File: config.mk
export PLATFORM = sky130hd
export DESIGN_NAME = sfp_top
export DESIGN_NICKNAME = d
export VERILOG_FILES = /design/src/hw/sfp_pkg.sv /design/src/hw/sfp_top.sv
export SDC_FILE = /design/constraint.sdc
export NUM_CORES = 1
export LEC_CHECK = 0
export BUFFER_PORTS_ARGS = -buffer_cell sky130_fd_sc_hd__buf_2
export CORE_AREA = 2 2 209 211
export DETAILED_ROUTE_END_ITERATION = 8
export DIE_AREA = 0 0 211 213
export GPL_ROUTABILITY_DRIVEN = 0
export PLACE_DENSITY = 0.75
export SLEW_MARGIN = 15
export SYNTH_ARGS = -nofsm -noshare
export SYNTH_HDL_FRONTEND = slang
export SYNTH_SLANG_ARGS = --single-unit
export TNS_END_PERCENT = 5
File: constraint.sdc
create_clock -name CLK -period 17.1 [get_ports CLK]
set_input_delay 3.42 -clock CLK [delete_from_list [all_inputs] [get_ports CLK]]
set_output_delay 3.42 -clock CLK [all_outputs]
set_load 0.03 [all_outputs]
File: src/hw/sfp_pkg.sv
// Constants, register map and state encoding of the FIFO serial port.
// Notes on behaviour
// - Writing 1 to clear bit 0 clears the transmit threshold request.
// - Writing 1 to clear bit 1 clears the receive threshold request.
// - Writing 1 to clear bit 2 clears the transfer-done request.
// - Writing 1 to clear bit 3 clears the overrun flag and request.
// - Writing 1 to clear bit 4 clears the mode fault flag and request.
// - Writing 1 to clear bit 5 clears the per-unit done flag.
// - Writing 1 to clear bit 8 clears the write overflow flag.
// - Writing 1 to bit 15 re-issues the request while a source is pending.
// - Transmit fill count reported in bits 2 to 0, zero after reset.
// - Receive fill count reported in bits 10 to 8, zero after reset.
// - One master-select bit chooses master or slave role.
// - Divider, lead, lag and gap shape clock and select only as master.
// - Both link ends use the same polarity, phase, order and size.
// - As master a transfer starts once transmit data is written.
// - As slave with phase 0 a transfer starts at select falling edge.
// - Phase 0 samples on leading clock edge, shifts on trailing edge.
// - As slave with phase 1 a transfer starts at first clock edge.
// - Phase 1 shifts on leading clock edge, samples on trailing edge.
// - Four-entry transmit and receive FIFOs hold bytes or words alike.
// - A unit arriving at a full receive FIFO is dropped, overrun set.
// - A transmit write into a full FIFO sets write overflow, no request.
package sfp_pkg;
   // Register indices; the byte address is four times the index.
   localparam logic [15:0] IDX_CTRL = 16'hF780;
   localparam logic [15:0] IDX_TIMING = 16'hF784;
   localparam logic [15:0] IDX_STATUS = 16'hF788;
   localparam logic [15:0] IDX_FLAG_CLEAR = 16'hF78A;
   localparam logic [15:0] IDX_FILL = 16'hF78C;
   localparam logic [15:0] IDX_TX_DATA = 16'hF78E;
   localparam logic [15:0] IDX_RX_DATA = 16'hF790;
   // Control fields.
   localparam int CTRL_ENABLE = 0;
   localparam int CTRL_MASTER = 1;
   localparam int CTRL_CPOL = 2;
   localparam int CTRL_CPHA = 3;
   localparam int CTRL_LSB_FIRST = 4;
   localparam int CTRL_WORD = 5;
   localparam int CTRL_FIFO_CLEAR = 6;
   localparam int CTRL_TX_THR_LSB = 8;
   localparam int CTRL_RX_THR_LSB = 12;
   localparam logic [31:0] CTRL_RESET = 32'h0000_0000;
   // Timing fields: divider 9:0, lead 13:12, lag 15:14, gap 23:16.
   localparam int TIM_DIV_LSB = 0;
   localparam int TIM_LEAD_LSB = 12;
   localparam int TIM_LAG_LSB = 14;
   localparam int TIM_GAP_LSB = 16;
   localparam logic [31:0] TIMING_RESET = 32'h0000_5002;
   // Status and clear bit positions.
   localparam int FLG_TX_THR = 0;
   localparam int FLG_RX_THR = 1;
   localparam int FLG_DONE = 2;
   localparam int FLG_OVERRUN = 3;
   localparam int FLG_MODE_FAULT = 4;
   localparam int FLG_UNIT_DONE = 5;
   localparam int FLG_WRITE_OVF = 8;
   localparam int FLG_TX_FULL = 9;
   localparam int FLG_TX_EMPTY = 10;
   localparam int FLG_RX_FULL = 11;
   localparam int FLG_RX_EMPTY = 12;
   localparam int CLR_REREQUEST = 15;
   localparam int FILL_TX_LSB = 0;
   localparam int FILL_RX_LSB = 8;
   localparam int FIFO_DEPTH = 4;
   localparam logic [15:0] IDLE_FILL = 16'hFFFF;
   localparam logic [4:0] LAST_EDGE_BYTE = 5'h0F;
   localparam logic [4:0] LAST_EDGE_WORD = 5'h1F;
   localparam logic [4:0] LAST_BIT_BYTE = 5'h07;
   localparam logic [4:0] LAST_BIT_WORD = 5'h0F;

   typedef enum logic [4:0] {
      ST_IDLE = 5'h01,
      ST_LEAD = 5'h02,
      ST_XFER = 5'h04,
      ST_LAG = 5'h08,
      ST_GAP = 5'h10
   } sfp_state_t;

   // Lead and lag codes in half serial clock periods: 1, 1, 2, 3.
   function automatic logic [1:0] sfp_halves(input logic [1:0] code);
      sfp_halves = (code == 2'h0) ? 2'h1 : code;
   endfunction
endpackage

File: src/hw/sfp_top.sv
// FIFO serial port: APB registers, FIFOs, master and slave shift engine.
//
// Decided for this implementation: register access over APB.
`timescale 1ns/1ps
module sfp_top
   import sfp_pkg::*;
#(
   parameter int ADDR_W = 18
)
(
   // Clock and reset.
   input wire logic CLK,
   input wire logic RSTN,
   // APB slave.
   input wire logic PSEL,
   input wire logic PENABLE,
   input wire logic PWRITE,
   input wire logic [ADDR_W-1:0] PADDR,
   input wire logic [31:0] PWDATA,
   input wire logic [3:0] PSTRB,
   output logic [31:0] PRDATA,
   output logic PREADY,
   output logic PSLVERR,
   // Serial link.
   input wire logic SCK_I,
   output logic SCK_O,
   output logic SCK_OE,
   input wire logic SS_I,
   output logic SS_O,
   output logic SS_OE,
   input wire logic SIN_I,
   output logic SOUT_O,
   output logic SOUT_OE,
   // Interrupt request pulse.
   output logic IRQ
);

   logic [31:0] ctrl;
   logic [31:0] timing;
   logic [15:0] tx_mem [FIFO_DEPTH];
   logic [15:0] rx_mem [FIFO_DEPTH];
   logic [1:0] tx_wp, tx_rp, rx_wp, rx_rp;
   logic [2:0] tx_cnt, rx_cnt;
   logic [15:0] tx_hold;
   logic [5:0] flags;
   logic wof;
   sfp_state_t state, next_state;
   logic [19:0] tmr, next_tmr;
   logic [4:0] ecnt, next_ecnt, bcnt;
   logic next_sck, next_ss;
   logic [15:0] tx_sh, rx_sh;
   logic sck_prev, ss_prev, sl_busy, push_pend;
   logic do_load, do_drive, do_sample, unit_end, fin_set, load_drive;

   wire en = ctrl[CTRL_ENABLE];
   wire mst = ctrl[CTRL_MASTER];
   wire cpol = ctrl[CTRL_CPOL];
   wire cpha = ctrl[CTRL_CPHA];
   wire lsb = ctrl[CTRL_LSB_FIRST];
   wire wsz = ctrl[CTRL_WORD];
   wire fclr = ctrl[CTRL_FIFO_CLEAR];
   wire [2:0] tx_thr = ctrl[CTRL_TX_THR_LSB +: 3];
   wire [2:0] rx_thr = ctrl[CTRL_RX_THR_LSB +: 3];
   wire [9:0] div = timing[TIM_DIV_LSB +: 10];
   wire [9:0] hdiv = (div == 10'h000) ? 10'h001 : div;
   wire [1:0] lead = sfp_halves(timing[TIM_LEAD_LSB +: 2]);
   wire [1:0] lag = sfp_halves(timing[TIM_LAG_LSB +: 2]);
   wire [7:0] gap = timing[TIM_GAP_LSB +: 8];
   wire tx_full = (tx_cnt == 3'(FIFO_DEPTH));
   wire rx_full = (rx_cnt == 3'(FIFO_DEPTH));
   wire tx_empty = (tx_cnt == 3'h0);
   wire rx_empty = (rx_cnt == 3'h0);

   ////////////////////////////////////////////////////////////////////////////////
   // APB decode. One wait state: PREADY rises in the second access cycle.

   wire acc = PSEL & PENABLE & PREADY;
   wire wr_ev = acc & PWRITE;
   wire rd_ev = acc & ~PWRITE;
   wire sel_ctrl = (PADDR == ADDR_W'({IDX_CTRL, 2'b00}));
   wire sel_tim = (PADDR == ADDR_W'({IDX_TIMING, 2'b00}));
   wire sel_stat = (PADDR == ADDR_W'({IDX_STATUS, 2'b00}));
   wire sel_clr = (PADDR == ADDR_W'({IDX_FLAG_CLEAR, 2'b00}));
   wire sel_fill = (PADDR == ADDR_W'({IDX_FILL, 2'b00}));
   wire sel_tx = (PADDR == ADDR_W'({IDX_TX_DATA, 2'b00}));
   wire sel_rx = (PADDR == ADDR_W'({IDX_RX_DATA, 2'b00}));
   wire hit = sel_ctrl | sel_tim | sel_stat | sel_clr | sel_fill | sel_tx | sel_rx;

   wire [15:0] clr = (wr_ev & sel_clr) ? PWDATA[15:0] : 16'h0000;
   wire [15:0] wdata = wsz ? PWDATA[15:0] : {8'h00, PWDATA[7:0]};
   wire tx_push = wr_ev & sel_tx & ~tx_full & ~fclr;
   wire wof_set = wr_ev & sel_tx & tx_full;
   wire rx_pop = rd_ev & sel_rx & ~rx_empty & ~fclr;
   wire tx_pop = do_load & ~tx_empty & ~fclr;
   wire rx_push = push_pend & ~rx_full & ~fclr;
   wire orf_set = push_pend & rx_full;
   wire mdf_set = en & mst & SS_O & ~SS_I;
   wire [2:0] tx_after = tx_cnt - 3'h1;
   wire [2:0] rx_after = rx_cnt + 3'h1;
   wire [15:0] load_val = tx_empty ? IDLE_FILL : tx_mem[tx_rp];
   wire [15:0] rx_val = wsz ? rx_sh : (lsb ? {8'h00, rx_sh[15:8]} : {8'h00, rx_sh[7:0]});

   wire [15:0] stat_word = {3'h0, rx_empty, rx_full, tx_empty, tx_full, wof, 2'h0, flags};
   wire [15:0] fill_word = {5'h00, rx_cnt, 5'h00, tx_cnt};

   always_ff @(posedge CLK or negedge RSTN)
   begin
      if (!RSTN)
      begin
         PREADY <= 1'b0;
         PRDATA <= 32'h0000_0000;
         PSLVERR <= 1'b0;
      end
      else if (PSEL && PENABLE && !PREADY)
      begin
         PREADY <= 1'b1;
         PSLVERR <= ~hit;
         if (sel_ctrl)
            PRDATA <= ctrl;
         else if (sel_tim)
            PRDATA <= timing;
         else if (sel_stat)
            PRDATA <= {16'h0000, stat_word};
         else if (sel_fill)
            PRDATA <= {16'h0000, fill_word};
         else if (sel_tx)
            PRDATA <= {16'h0000, tx_hold};
         else if (sel_rx)
            PRDATA <= {16'h0000, rx_mem[rx_rp]};
         else
            PRDATA <= 32'h0000_0000;
      end
      else
      begin
         PREADY <= 1'b0;
         PSLVERR <= 1'b0;
      end
   end

   // A mode fault drops the port back to a disabled slave.
   always_ff @(posedge CLK or negedge RSTN)
   begin
      if (!RSTN)
      begin
         ctrl <= CTRL_RESET;
         timing <= TIMING_RESET;
         tx_hold <= 16'h0000;
      end
      else
      begin
         if (wr_ev && sel_ctrl)
            ctrl <= PWDATA;
         if (mdf_set)
         begin
            ctrl[CTRL_MASTER] <= 1'b0;
            ctrl[CTRL_ENABLE] <= 1'b0;
         end
         if (wr_ev && sel_tim)
            timing <= PWDATA;
         if (wr_ev && sel_tx)
            tx_hold <= wdata;
      end
   end

   ////////////////////////////////////////////////////////////////////////////////
   // FIFOs. Entries are 16 bits, so bytes and words share the same depth.

   always_ff @(posedge CLK or negedge RSTN)
   begin
      if (!RSTN)
      begin
         tx_wp <= 2'h0;
         tx_rp <= 2'h0;
         tx_cnt <= 3'h0;
         rx_wp <= 2'h0;
         rx_rp <= 2'h0;
         rx_cnt <= 3'h0;
      end
      else if (fclr)
      begin
         tx_wp <= 2'h0;
         tx_rp <= 2'h0;
         tx_cnt <= 3'h0;
         rx_wp <= 2'h0;
         rx_rp <= 2'h0;
         rx_cnt <= 3'h0;
      end
      else
      begin
         if (tx_push)
            tx_wp <= tx_wp + 2'h1;
         if (tx_pop)
            tx_rp <= tx_rp + 2'h1;
         tx_cnt <= tx_cnt + 3'(tx_push) - 3'(tx_pop);
         if (rx_push)
            rx_wp <= rx_wp + 2'h1;
         if (rx_pop)
            rx_rp <= rx_rp + 2'h1;
         rx_cnt <= rx_cnt + 3'(rx_push) - 3'(rx_pop);
      end
   end

   always_ff @(posedge CLK)
   begin
      if (tx_push)
         tx_mem[tx_wp] <= wdata;
      if (rx_push)
         rx_mem[rx_wp] <= rx_val;
   end

   ////////////////////////////////////////////////////////////////////////////////
   // Status flags. A hardware set in the same cycle as a clear wins.

   always_ff @(posedge CLK or negedge RSTN)
   begin
      if (!RSTN)
      begin
         flags <= 6'h00;
         wof <= 1'b0;
         IRQ <= 1'b0;
      end
      else
      begin
         flags[FLG_TX_THR] <= (flags[FLG_TX_THR] & ~clr[FLG_TX_THR])
            | (tx_pop & (tx_after == tx_thr));
         flags[FLG_RX_THR] <= (flags[FLG_RX_THR] & ~clr[FLG_RX_THR])
            | (rx_push & (rx_thr != 3'h0) & (rx_after >= rx_thr));
         flags[FLG_DONE] <= (flags[FLG_DONE] & ~clr[FLG_DONE]) | fin_set;
         flags[FLG_OVERRUN] <= (flags[FLG_OVERRUN] & ~clr[FLG_OVERRUN]) | orf_set;
         flags[FLG_MODE_FAULT] <= (flags[FLG_MODE_FAULT] & ~clr[FLG_MODE_FAULT])
            | mdf_set;
         flags[FLG_UNIT_DONE] <= (flags[FLG_UNIT_DONE] & ~clr[FLG_UNIT_DONE])
            | push_pend;
         wof <= (wof & ~clr[FLG_WRITE_OVF]) | wof_set;
         IRQ <= (tx_pop & (tx_after == tx_thr))
            | (rx_push & (rx_thr != 3'h0) & (rx_after >= rx_thr))
            | fin_set | orf_set | mdf_set
            | (clr[CLR_REREQUEST] & (|flags[4:0]));
      end
   end

   ////////////////////////////////////////////////////////////////////////////////
   // Sequencer: master timing and slave edge detection.

   wire s_on = en & ~mst;
   wire s_act = s_on & ~SS_I;
   wire ss_fall = s_on & ss_prev & ~SS_I;
   wire lead_e = s_act & (SCK_I != cpol) & (sck_prev == cpol);
   wire trail_e = s_act & (SCK_I == cpol) & (sck_prev != cpol);
   wire [4:0] last_edge = wsz ? LAST_EDGE_WORD : LAST_EDGE_BYTE;
   wire [4:0] last_bit = wsz ? LAST_BIT_WORD : LAST_BIT_BYTE;
   wire [19:0] half_t = 20'(hdiv) - 20'h1;
   wire [19:0] lead_t = 20'(lead) * 20'(hdiv) - 20'h1;
   wire [19:0] lag_t = 20'(lag) * 20'(hdiv) - 20'h1;
   wire [19:0] gap_t = 20'(gap) * 20'(hdiv) * 20'h2 - 20'h1;

   always_comb
   begin
      next_state = state;
      next_tmr = (tmr == 20'h0) ? 20'h0 : tmr - 20'h1;
      next_ecnt = ecnt;
      next_sck = SCK_O;
      next_ss = SS_O;
      do_load = 1'b0;
      do_drive = 1'b0;
      do_sample = 1'b0;
      unit_end = 1'b0;
      fin_set = 1'b0;
      load_drive = ~cpha | ~mst;
      if (!(en && mst))
      begin
         next_state = ST_IDLE;
         next_ss = 1'b1;
         next_sck = cpol;
         if (s_on && !cpha)
         begin
            do_load = ss_fall | (trail_e & ~sl_busy);
            do_sample = lead_e;
            do_drive = trail_e & sl_busy;
         end
         else if (s_on)
         begin
            do_load = lead_e & ~sl_busy;
            do_drive = lead_e & sl_busy;
            do_sample = trail_e;
         end
         if (do_sample && bcnt == last_bit)
         begin
            unit_end = 1'b1;
            fin_set = tx_empty;
         end
      end
      else
      begin
         unique case (state)
            ST_IDLE:
            begin
               next_sck = cpol;
               if (!tx_empty)
               begin
                  next_ss = 1'b0;
                  next_state = ST_LEAD;
                  next_tmr = lead_t;
               end
            end
            ST_LEAD:
               if (tmr == 20'h0)
               begin
                  do_load = 1'b1;
                  next_state = ST_XFER;
                  next_tmr = half_t;
                  next_ecnt = 5'h00;
               end
            ST_XFER:
               if (tmr == 20'h0)
               begin
                  next_sck = ~SCK_O;
                  next_tmr = half_t;
                  next_ecnt = ecnt + 5'h01;
                  do_sample = (~ecnt[0]) == ~cpha;
                  do_drive = (~ecnt[0]) == cpha;
                  if (ecnt == last_edge)
                  begin
                     unit_end = 1'b1;
                     if (gap == 8'h00 && !tx_empty)
                     begin
                        do_load = 1'b1;
                        next_ecnt = 5'h00;
                     end
                     else
                     begin
                        fin_set = tx_empty;
                        next_state = ST_LAG;
                        next_tmr = lag_t;
                     end
                  end
               end
            ST_LAG:
               if (tmr == 20'h0)
               begin
                  next_ss = 1'b1;
                  next_state = (gap == 8'h00) ? ST_IDLE : ST_GAP;
                  next_tmr = gap_t;
               end
            ST_GAP:
               if (tmr == 20'h0)
                  next_state = ST_IDLE;
         endcase
      end
   end

   always_ff @(posedge CLK or negedge RSTN)
   begin
      if (!RSTN)
      begin
         state <= ST_IDLE;
         tmr <= 20'h0;
         ecnt <= 5'h00;
         SCK_O <= 1'b0;
         SS_O <= 1'b1;
         SCK_OE <= 1'b0;
         SS_OE <= 1'b0;
         SOUT_OE <= 1'b0;
         sck_prev <= 1'b0;
         ss_prev <= 1'b1;
         push_pend <= 1'b0;
      end
      else
      begin
         state <= next_state;
         tmr <= next_tmr;
         ecnt <= next_ecnt;
         SCK_O <= next_sck;
         SS_O <= next_ss;
         SCK_OE <= en & mst;
         SS_OE <= en & mst;
         SOUT_OE <= en & (mst | ~SS_I);
         sck_prev <= SCK_I;
         ss_prev <= SS_I;
         push_pend <= unit_end;
      end
   end

   ////////////////////////////////////////////////////////////////////////////////
   // Shift registers. Bit order and size must match the far end.

   always_ff @(posedge CLK or negedge RSTN)
   begin
      if (!RSTN)
      begin
         tx_sh <= 16'h0000;
         rx_sh <= 16'h0000;
         SOUT_O <= 1'b1;
         bcnt <= 5'h00;
         sl_busy <= 1'b0;
      end
      else
      begin
         if (do_load && load_drive)
         begin
            SOUT_O <= lsb ? load_val[0] : (wsz ? load_val[15] : load_val[7]);
            tx_sh <= lsb ? {1'b0, load_val[15:1]} : {load_val[14:0], 1'b0};
         end
         else if (do_load)
            tx_sh <= load_val;
         else if (do_drive)
         begin
            SOUT_O <= lsb ? tx_sh[0] : (wsz ? tx_sh[15] : tx_sh[7]);
            tx_sh <= lsb ? {1'b0, tx_sh[15:1]} : {tx_sh[14:0], 1'b0};
         end
         if (do_sample)
            rx_sh <= lsb ? {SIN_I, rx_sh[15:1]} : {rx_sh[14:0], SIN_I};
         if (do_load || unit_end)
            bcnt <= 5'h00;
         else if (do_sample)
            bcnt <= bcnt + 5'h01;
         if (!s_act || unit_end)
            sl_busy <= 1'b0;
         else if (do_load)
            sl_busy <= 1'b1;
      end
   end

endmodule

==> metrics.md, run 1 <==
| Metric | Value |
|---|---|
| Die width | `about 210 um` |
| Clk_lat worst skew | `560 ps` |
| Synth unique cells | `86` |
| Commonest cells after routing, fill and taps aside | `203 x dfrtp_1, 186 x nand2_1, 178 x nor2_1` |
| First-pass GRT wire length | `between 80000 and 90000 um` |
| Adder-cell share of the synthesized area | `11.2%` |
| Die area | `0.0449 mm2` |
| I/O pin count | `103` |
| Seq/Total Area, Yosys | `43.5%` |
| Ys Warns | `0` |
| Synth Area in Simple Gates | `15.1%` |
| Initial Util | `49.3%` |
| Most common cell after layout, fill and taps aside | `dfrtp_1` |
| Final Hold Fails | `0` |
| Synth Area in XOR/XNOR | `3.74%` |
| Cell Count Post-Placement | `between 2000 and 3000` |
| Tcrit/Tclk final | `between 40% and 50%` |
| Nets | `approximately 2300` |
| Number of diodes | `0` |
| Worst Max-Slew Pin Slew | `1120 ps` |
| Dpl ws | `9730 ps` |
| Vias in the first global route | `15400` |
| Setup CP Type | `in2reg` |
| Initial antenna violation count | `0` |
| Initial DRC count | `1295` |
| Largest net degree at the start of global routing | `75` |
| Clk Tree Root Cell | `clkbuf_16` |
| Synth Register Bits | `340` |
| HPWL after DPL | `between 30000 and 40000 um` |
| Total grt overflow | `0` |
| Maximum clock frequency | `0.146 GHz` |
| Pwr dens | `87.8 mW/mm2` |
| Net count after synthesis | `approximately 2200` |
| Core Footprint | `around 0.043 mm2` |
| Min-delay worst type | `reg2reg` |
| Relative slew slack | `25.2%` |
| Setup Buffers After CTS | `0` |
| Clock Sinks | `340` |
| Worst EP required | `between 15000 and 20000 ps` |
| Final setup fails | `0` |
| Max IR drop VDD | `0.107 mV` |
| Post-synth EDFFs | `128` |
| Min setup slack post-route | `10250 ps` |
| PortBufs | `98` |
| H-tree levels | `2` |
| Layout cells sized above 1 | `16.1%` |
| Vias per cell | `5.97` |
| # fillers | `3533` |
| Global Route Usage Sum | `roughly a quarter` |
| CP Capture Type | `flip-flop` |
| Pins Over Slew Limit | `0` |
| Fin Setup TNS | `0 ps` |
| Vias | `15700` |
| Netlist area before placement | `0.0210 mm2` |
| Startpoint types | `input port` |
| Reg clk slew, reported paths | `about 60 ps` |
| Ys flop type | `dfrtp_1` |
| Max-cap violations | `0` |
| Syn-to-layout area delta | `9.85%` |
| Largest family of logic cells by synthesized area | `simple AND/OR/NAND/NOR gates` |
| Final wirelength | `52100 um` |
| Setup repair after global routing missed its margin | `false` |
| CTS Hold Bufs | `0` |
| Layout Skew | `18.7 ps` |
| CTS tree | `yes` |
| Non-Filler Instances | `between 2000 and 3000` |
| Crit path DAT | `~7300 ps` |
| Die extent in y | `213 um` |
| Crit Path Max Fanout | `15` |
| Post-route DRC violation count | `0` |
| Syn Inst Count | `2009` |
| Avg Inst Size Synth | `10.5 um2` |
| Status | `finished clean` |
| Post-cts sizing count | `0` |
| CTS Buf Count | `36` |
| Mux share of post-synthesis cell area | `10.1%` |
| Leak Pwr | `around 0.010 uW` |
| Post-route minimum period | `6850 ps` |
| ANT nets after route | `0` |
| Row count | `76` |
| FFs w/ async S/R, synth | `between 60% and 70%` |
| CTS Buffer Depth | `3` |
| Complex-gate fraction of the synthesized area | `11.6%` |
| Wire per inst | `19.9 um` |
| First drt pass iteration count | `5` |
## Yosys cell counts, types with 14 or more instances
cell,n,area share [%]
nor2_1,178,3.2
a21oi_1,95,2.3
clkbuf_1,85,1.5
fa_1,52,4.9
inv_1,132,2.4
nand2_1,186,3.3
a221oi_1,25,1.0
dfrtp_1,205,24
buf_2,14,0.33
xor2_1,33,1.4
xnor2_1,57,2.4
a211oi_1,21,0.75
nor3_1,43,1.0
mux4_2,32,3.4
mux2_2,89,4.8
nand3_1,23,0.55
edfxtp_1,128,18
o21ai_0,81,1.9
and2_1,97,2.9
ha_1,105,6.2
a21o_1,14,0.50
mux2i_1,41,1.9
nand4_1,14,0.42
## registers in the layout, indices dropped and copies added, names as in the netlist, 5 cells and up
register / cells
rx_mem: 64
tx_mem: 64
PRDATA: 32
ctrl: 32
timing: 32
tmr: 20
rx_sh: 16
tx_hold: 16
tx_sh: 16
flags: 6
bcnt: 5
ecnt: 5
state: 5
## kinds of logic (layout without fill, tap and decap cells)
group / after synthesis / in the layout
flops: 340 / 340
fa+ha+maj: 157 / 157
mux: 162 / 162
xor+xnor: 90 / 90
buf+inv: 251 / 319
compound gates: 364 / 364
simple gates: 645 / 645
## layer usage
metal,share of wire [%],global-route usage [%]
met4,2.7,7.09
met3,8.2,4.25
met2,47,38.3
met1,42,32.2
met5,0,0
## cell type report
class / instances / area [um2] / share of cell area, %
tap: 546 / 683 / 2.95
clock buffer: 42 / 923 / 3.99
clock inverter: 24 / 269 / 1.16
multi-input combinational: 1418 / 10900 / 47.2
sequential: 340 / 9160 / 39.6
inverter: 133 / 499 / 2.16
timing repair buffer: 120 / 666 / 2.88
## power by group
group          internal, uW  switching [uW]  leakage [uW]
combinational           123             244       0.00564
clock                   454             337      0.000578
sequential              862            9.39       0.00390
total                  1440             591        0.0101
## critical path, stage by stage
cell,delay (ps)
buf_2,90
or4b_1,500
nor4_1,210
buf_4,220
and4b_1,360
and2_1,690
nand3_1,300
nor2_1,290
inv_1,80
ha_1,270
inv_1,40
ha_1,180
fa_1,380
xnor2_1,160
nor2_1,60
## per-stage QoR
step	utilization, %	power [uW]	area [um2]	hold slack [ps]
after floorplan	-	1150	21000	448
after global placement	51.4	1240	21900	462
after detailed placement	51.4	1250	21900	471
after CTS	54.2	2030	23100	485
after global routing	54.2	2100	23100	508
final	54.2	2030	23100	484
## worst paths after layout
| kind | start | slack (ps) | cells past startpoint | end |
|---|---|---|---|---|
| worst max-delay path | PADDR[1] | 10250 | 15 | tx_cnt[2] |
| worst min-delay path | PRDATA[11] | 480 | 2 | PRDATA[11] |
| worst max register to register | timing[8] | 10380 | 19 | tmr[19] |
| worst min register to register | PRDATA[11] | 480 | 2 | PRDATA[11] |
| max in group asynchronous | RSTN | 12060 | 3 | tmr[9] |
| min in group asynchronous | RSTN | 2830 | 1 | PRDATA[22] |
Power figures use the tool's default switching activity.
==> inputs of run 2 (changes only) <==
ABC_AREA = 1   (was not set)
CORE_AREA = 2 2 215 217   (was 2 2 209 211)
DIE_AREA = 0 0 217 219   (was 0 0 211 213)
PLACE_DENSITY = 0.78   (was 0.75)
clock period = 6.1 ns   (was 17.1 ns; I/O delays follow)
==> metrics.md, run 2 <==
| Metric | Value |
|---|---|
| Critical path's largest stage delay | `540 ps` |
| Die width | `217 um` |
| Final setup fails | `0` |
| Dominant cell type by area after synthesis | `dfrtp_1` |
| Clock Sinks | `340` |
| Row count | `78` |
| Commonest cells post-synth | `760 x nand2_1, 448 x inv_1, 245 x nor2_1` |
| Wire per inst | `16.1 um` |
| Setup Buffers After CTS | `0` |
| Worst EP required | `between 6000 and 7000 ps` |
| Global Route Usage Sum | `approximately a quarter` |
| CP Capture Type | `flip-flop` |
| Post-synth EDFFs | `128` |
| First drt pass iteration count | `6` |
| Top cell by count, worst path | `nand2_1` |
| CTS Buffer Depth | `3` |
| Post-cts sizing count | `0` |
| Seq/Total Area, Yosys | `between 40% and 50%` |
| Startpoint types | `flip-flop` |
| Leak Pwr | `about 0.012 uW` |
| Hold Slack | `473 ps` |
| Dpl ws | `between 600 and 700 ps` |
| Top Registers | `rx_mem: 64 flops, tx_mem: 64 flops` |
| Layout cells sized above 1 | `8.86%` |
| Reg clk slew, reported paths | `roughly 60 ps` |
| Die extent in y | `roughly 220 um` |
| Vias per cell | `5.37` |
| Die area | `around 0.048 mm2` |
| I/O pin count | `103` |
| Dpl cell area | `between 0.02 and 0.025 mm2` |
| Pins Over Slew Limit | `0` |
| Fin Setup TNS | `0 ps` |
| Max-cap violations | `0` |
| Commonest cells after routing, fill and taps aside | `759 x nand2_1, 448 x inv_1, 242 x nor2_1, 242 x o21ai_0, 205 x dfrtp_1` |
| Setup repair after global routing missed its margin | `false` |
| Pwr dens | `between 200 and 250 mW/mm2` |
| Vias in the first global route | `approximately 18000` |
| Non-Filler Instances | `3560` |
| ANT nets after route | `0` |
| Most frequent cell after synthesis | `nand2_1` |
| Layout Skew | `33.3 ps` |
| Post-route cell area | `around 0.025 mm2` |
| First-pass GRT wire length | `a little over 90000 um` |
| Post-route minimum period | `~5500 ps` |
| Initial Util | `49.5%` |
| Core Footprint | `0.0451 mm2` |
| FFs w/ async S/R, synth | `between 60% and 70%` |
| R2R Setup Slk | `560 ps` |
| Final Hold Fails | `0` |
| Most common cell after layout, fill and taps aside | `nand2_1` |
| Tcrit/Tclk final | `90.8%` |
| PortBufs | `roughly 100` |
| Cell Count Post-Placement | `3490` |
| Status | `finished clean` |
| Clk Tree Root Cell | `clkbuf_16` |
| Min-delay worst type | `reg2reg` |
| Syn-to-layout area delta | `10.0%` |
| Largest net degree at the start of global routing | `159` |
| Worst Max-Slew Pin Slew | `1190 ps` |
| HPWL after DPL | `40700 um` |
| Syn Inst Count | `2886` |
| Relative slew slack | `between 10% and 20%` |
| Max IR drop VDD | `0.242 mV` |
| Ys flop type | `dfrtp_1` |
| CTS Buf Count | `38` |
| Initial DRC count | `1777` |
| CTS tree | `yes` |
| Total grt overflow | `0` |
| Clk_lat worst skew | `580 ps` |
| Synth top area cells | `dfrtp_1 23%, edfxtp_1 17%, nand2_1 13%` |
| Ys Warns | `0` |
| Synth Register Bits | `340` |
| Net count after synthesis | `3105` |
| Crit Path Max Fanout | `9` |
| Avg Inst Size Synth | `7.74 um2` |
| Netlist area before placement | `approximately 0.022 mm2` |
| Slowest cell on crit path | `fa_1` |
| Post-synth top area share | `23.0%` |
| Min setup slack post-route | `563 ps` |
| CTS Hold Bufs | `0` |
| Setup CP Type | `reg2reg` |
| Post-route DRC violation count | `0` |
| Crit path DAT | `6000 ps` |
| Final wirelength | `57500 um` |
| Vias | `19100` |
| Maximum clock frequency | `~0.18 GHz` |
| Nets | `3149` |
| Initial antenna violation count | `5` |
| H-tree levels | `2` |
| Synth unique cells | `68` |
-- run 2: layer usage --
layer  routed length [um]  share of wire (%)  vias to the layer above  GRT usage [%]
met3                 3940                6.9                      147           4.02
met2                26700                 47                      675           40.0
met5                   38              0.066                        -              0
met4                 2100                3.7                        6           9.16
met1                24700                 43                     8935           32.5
li1                     -                  -                     9350              -
-- run 2: cell families after synthesis --
group                    count (synthesis)  synth area share [%]
AND/OR/NAND/NOR                       1279                  24.0
buffers and inverters                  587                  10.2
AO/OA/AOI/OAI                          467                  12.0
flip-flops                             340                  41.0
adder cells (fa/ha/maj)                157                  10.5
XOR/XNOR                                51                  2.00
multiplexers                             5                 0.241
-- run 2: final cells by class --
cell class              count  area, um2
clock inverters            24        294
inverters                 470       1760
well taps                 600        751
fillers                  4122      20500
diodes                      2       5.00
multi-input cells        1959      10900
clock buffers              44        983
repair buffers            121        686
flip-flops and latches    340       9160
-- run 2: per-stage QoR --
stage	total power, uW	utilization, %
after global placement	3430	51.6
after detailed placement	3450	51.6
after CTS	5780	54.5
after global routing	6020	54.5
final	5760	54.5
after floorplan	3220	-
-- run 2: where the power goes --
group          internal [uW]  switching [uW]
logic                    266             496
clock network           1350             988
registers               2530             120
total                   4150            1600
-- run 2: path summary, 6_finish.rpt --
path / startpoint / endpoint / cells after the start
setup / recovery: timing[6] / tmr[16] / 30
hold / removal: PRDATA[4] / PRDATA[4] / 2
setup reg to reg: timing[6] / tmr[16] / 30
hold reg to reg: PRDATA[4] / PRDATA[4] / 2
max in group asynchronous: RSTN / PRDATA[23] / 2
min in group asynchronous: RSTN / tx_sh[1] / 1
-- run 2: worst max-delay path, delay by kind of cell (launching register included) --
kind / cells / cell delay (ps)
adder cells (fa/ha/maj): 5 / 2500
buffers and inverters: 5 / 250
flip-flops: 1 / 390
AND/OR/NAND/NOR: 20 / 2310
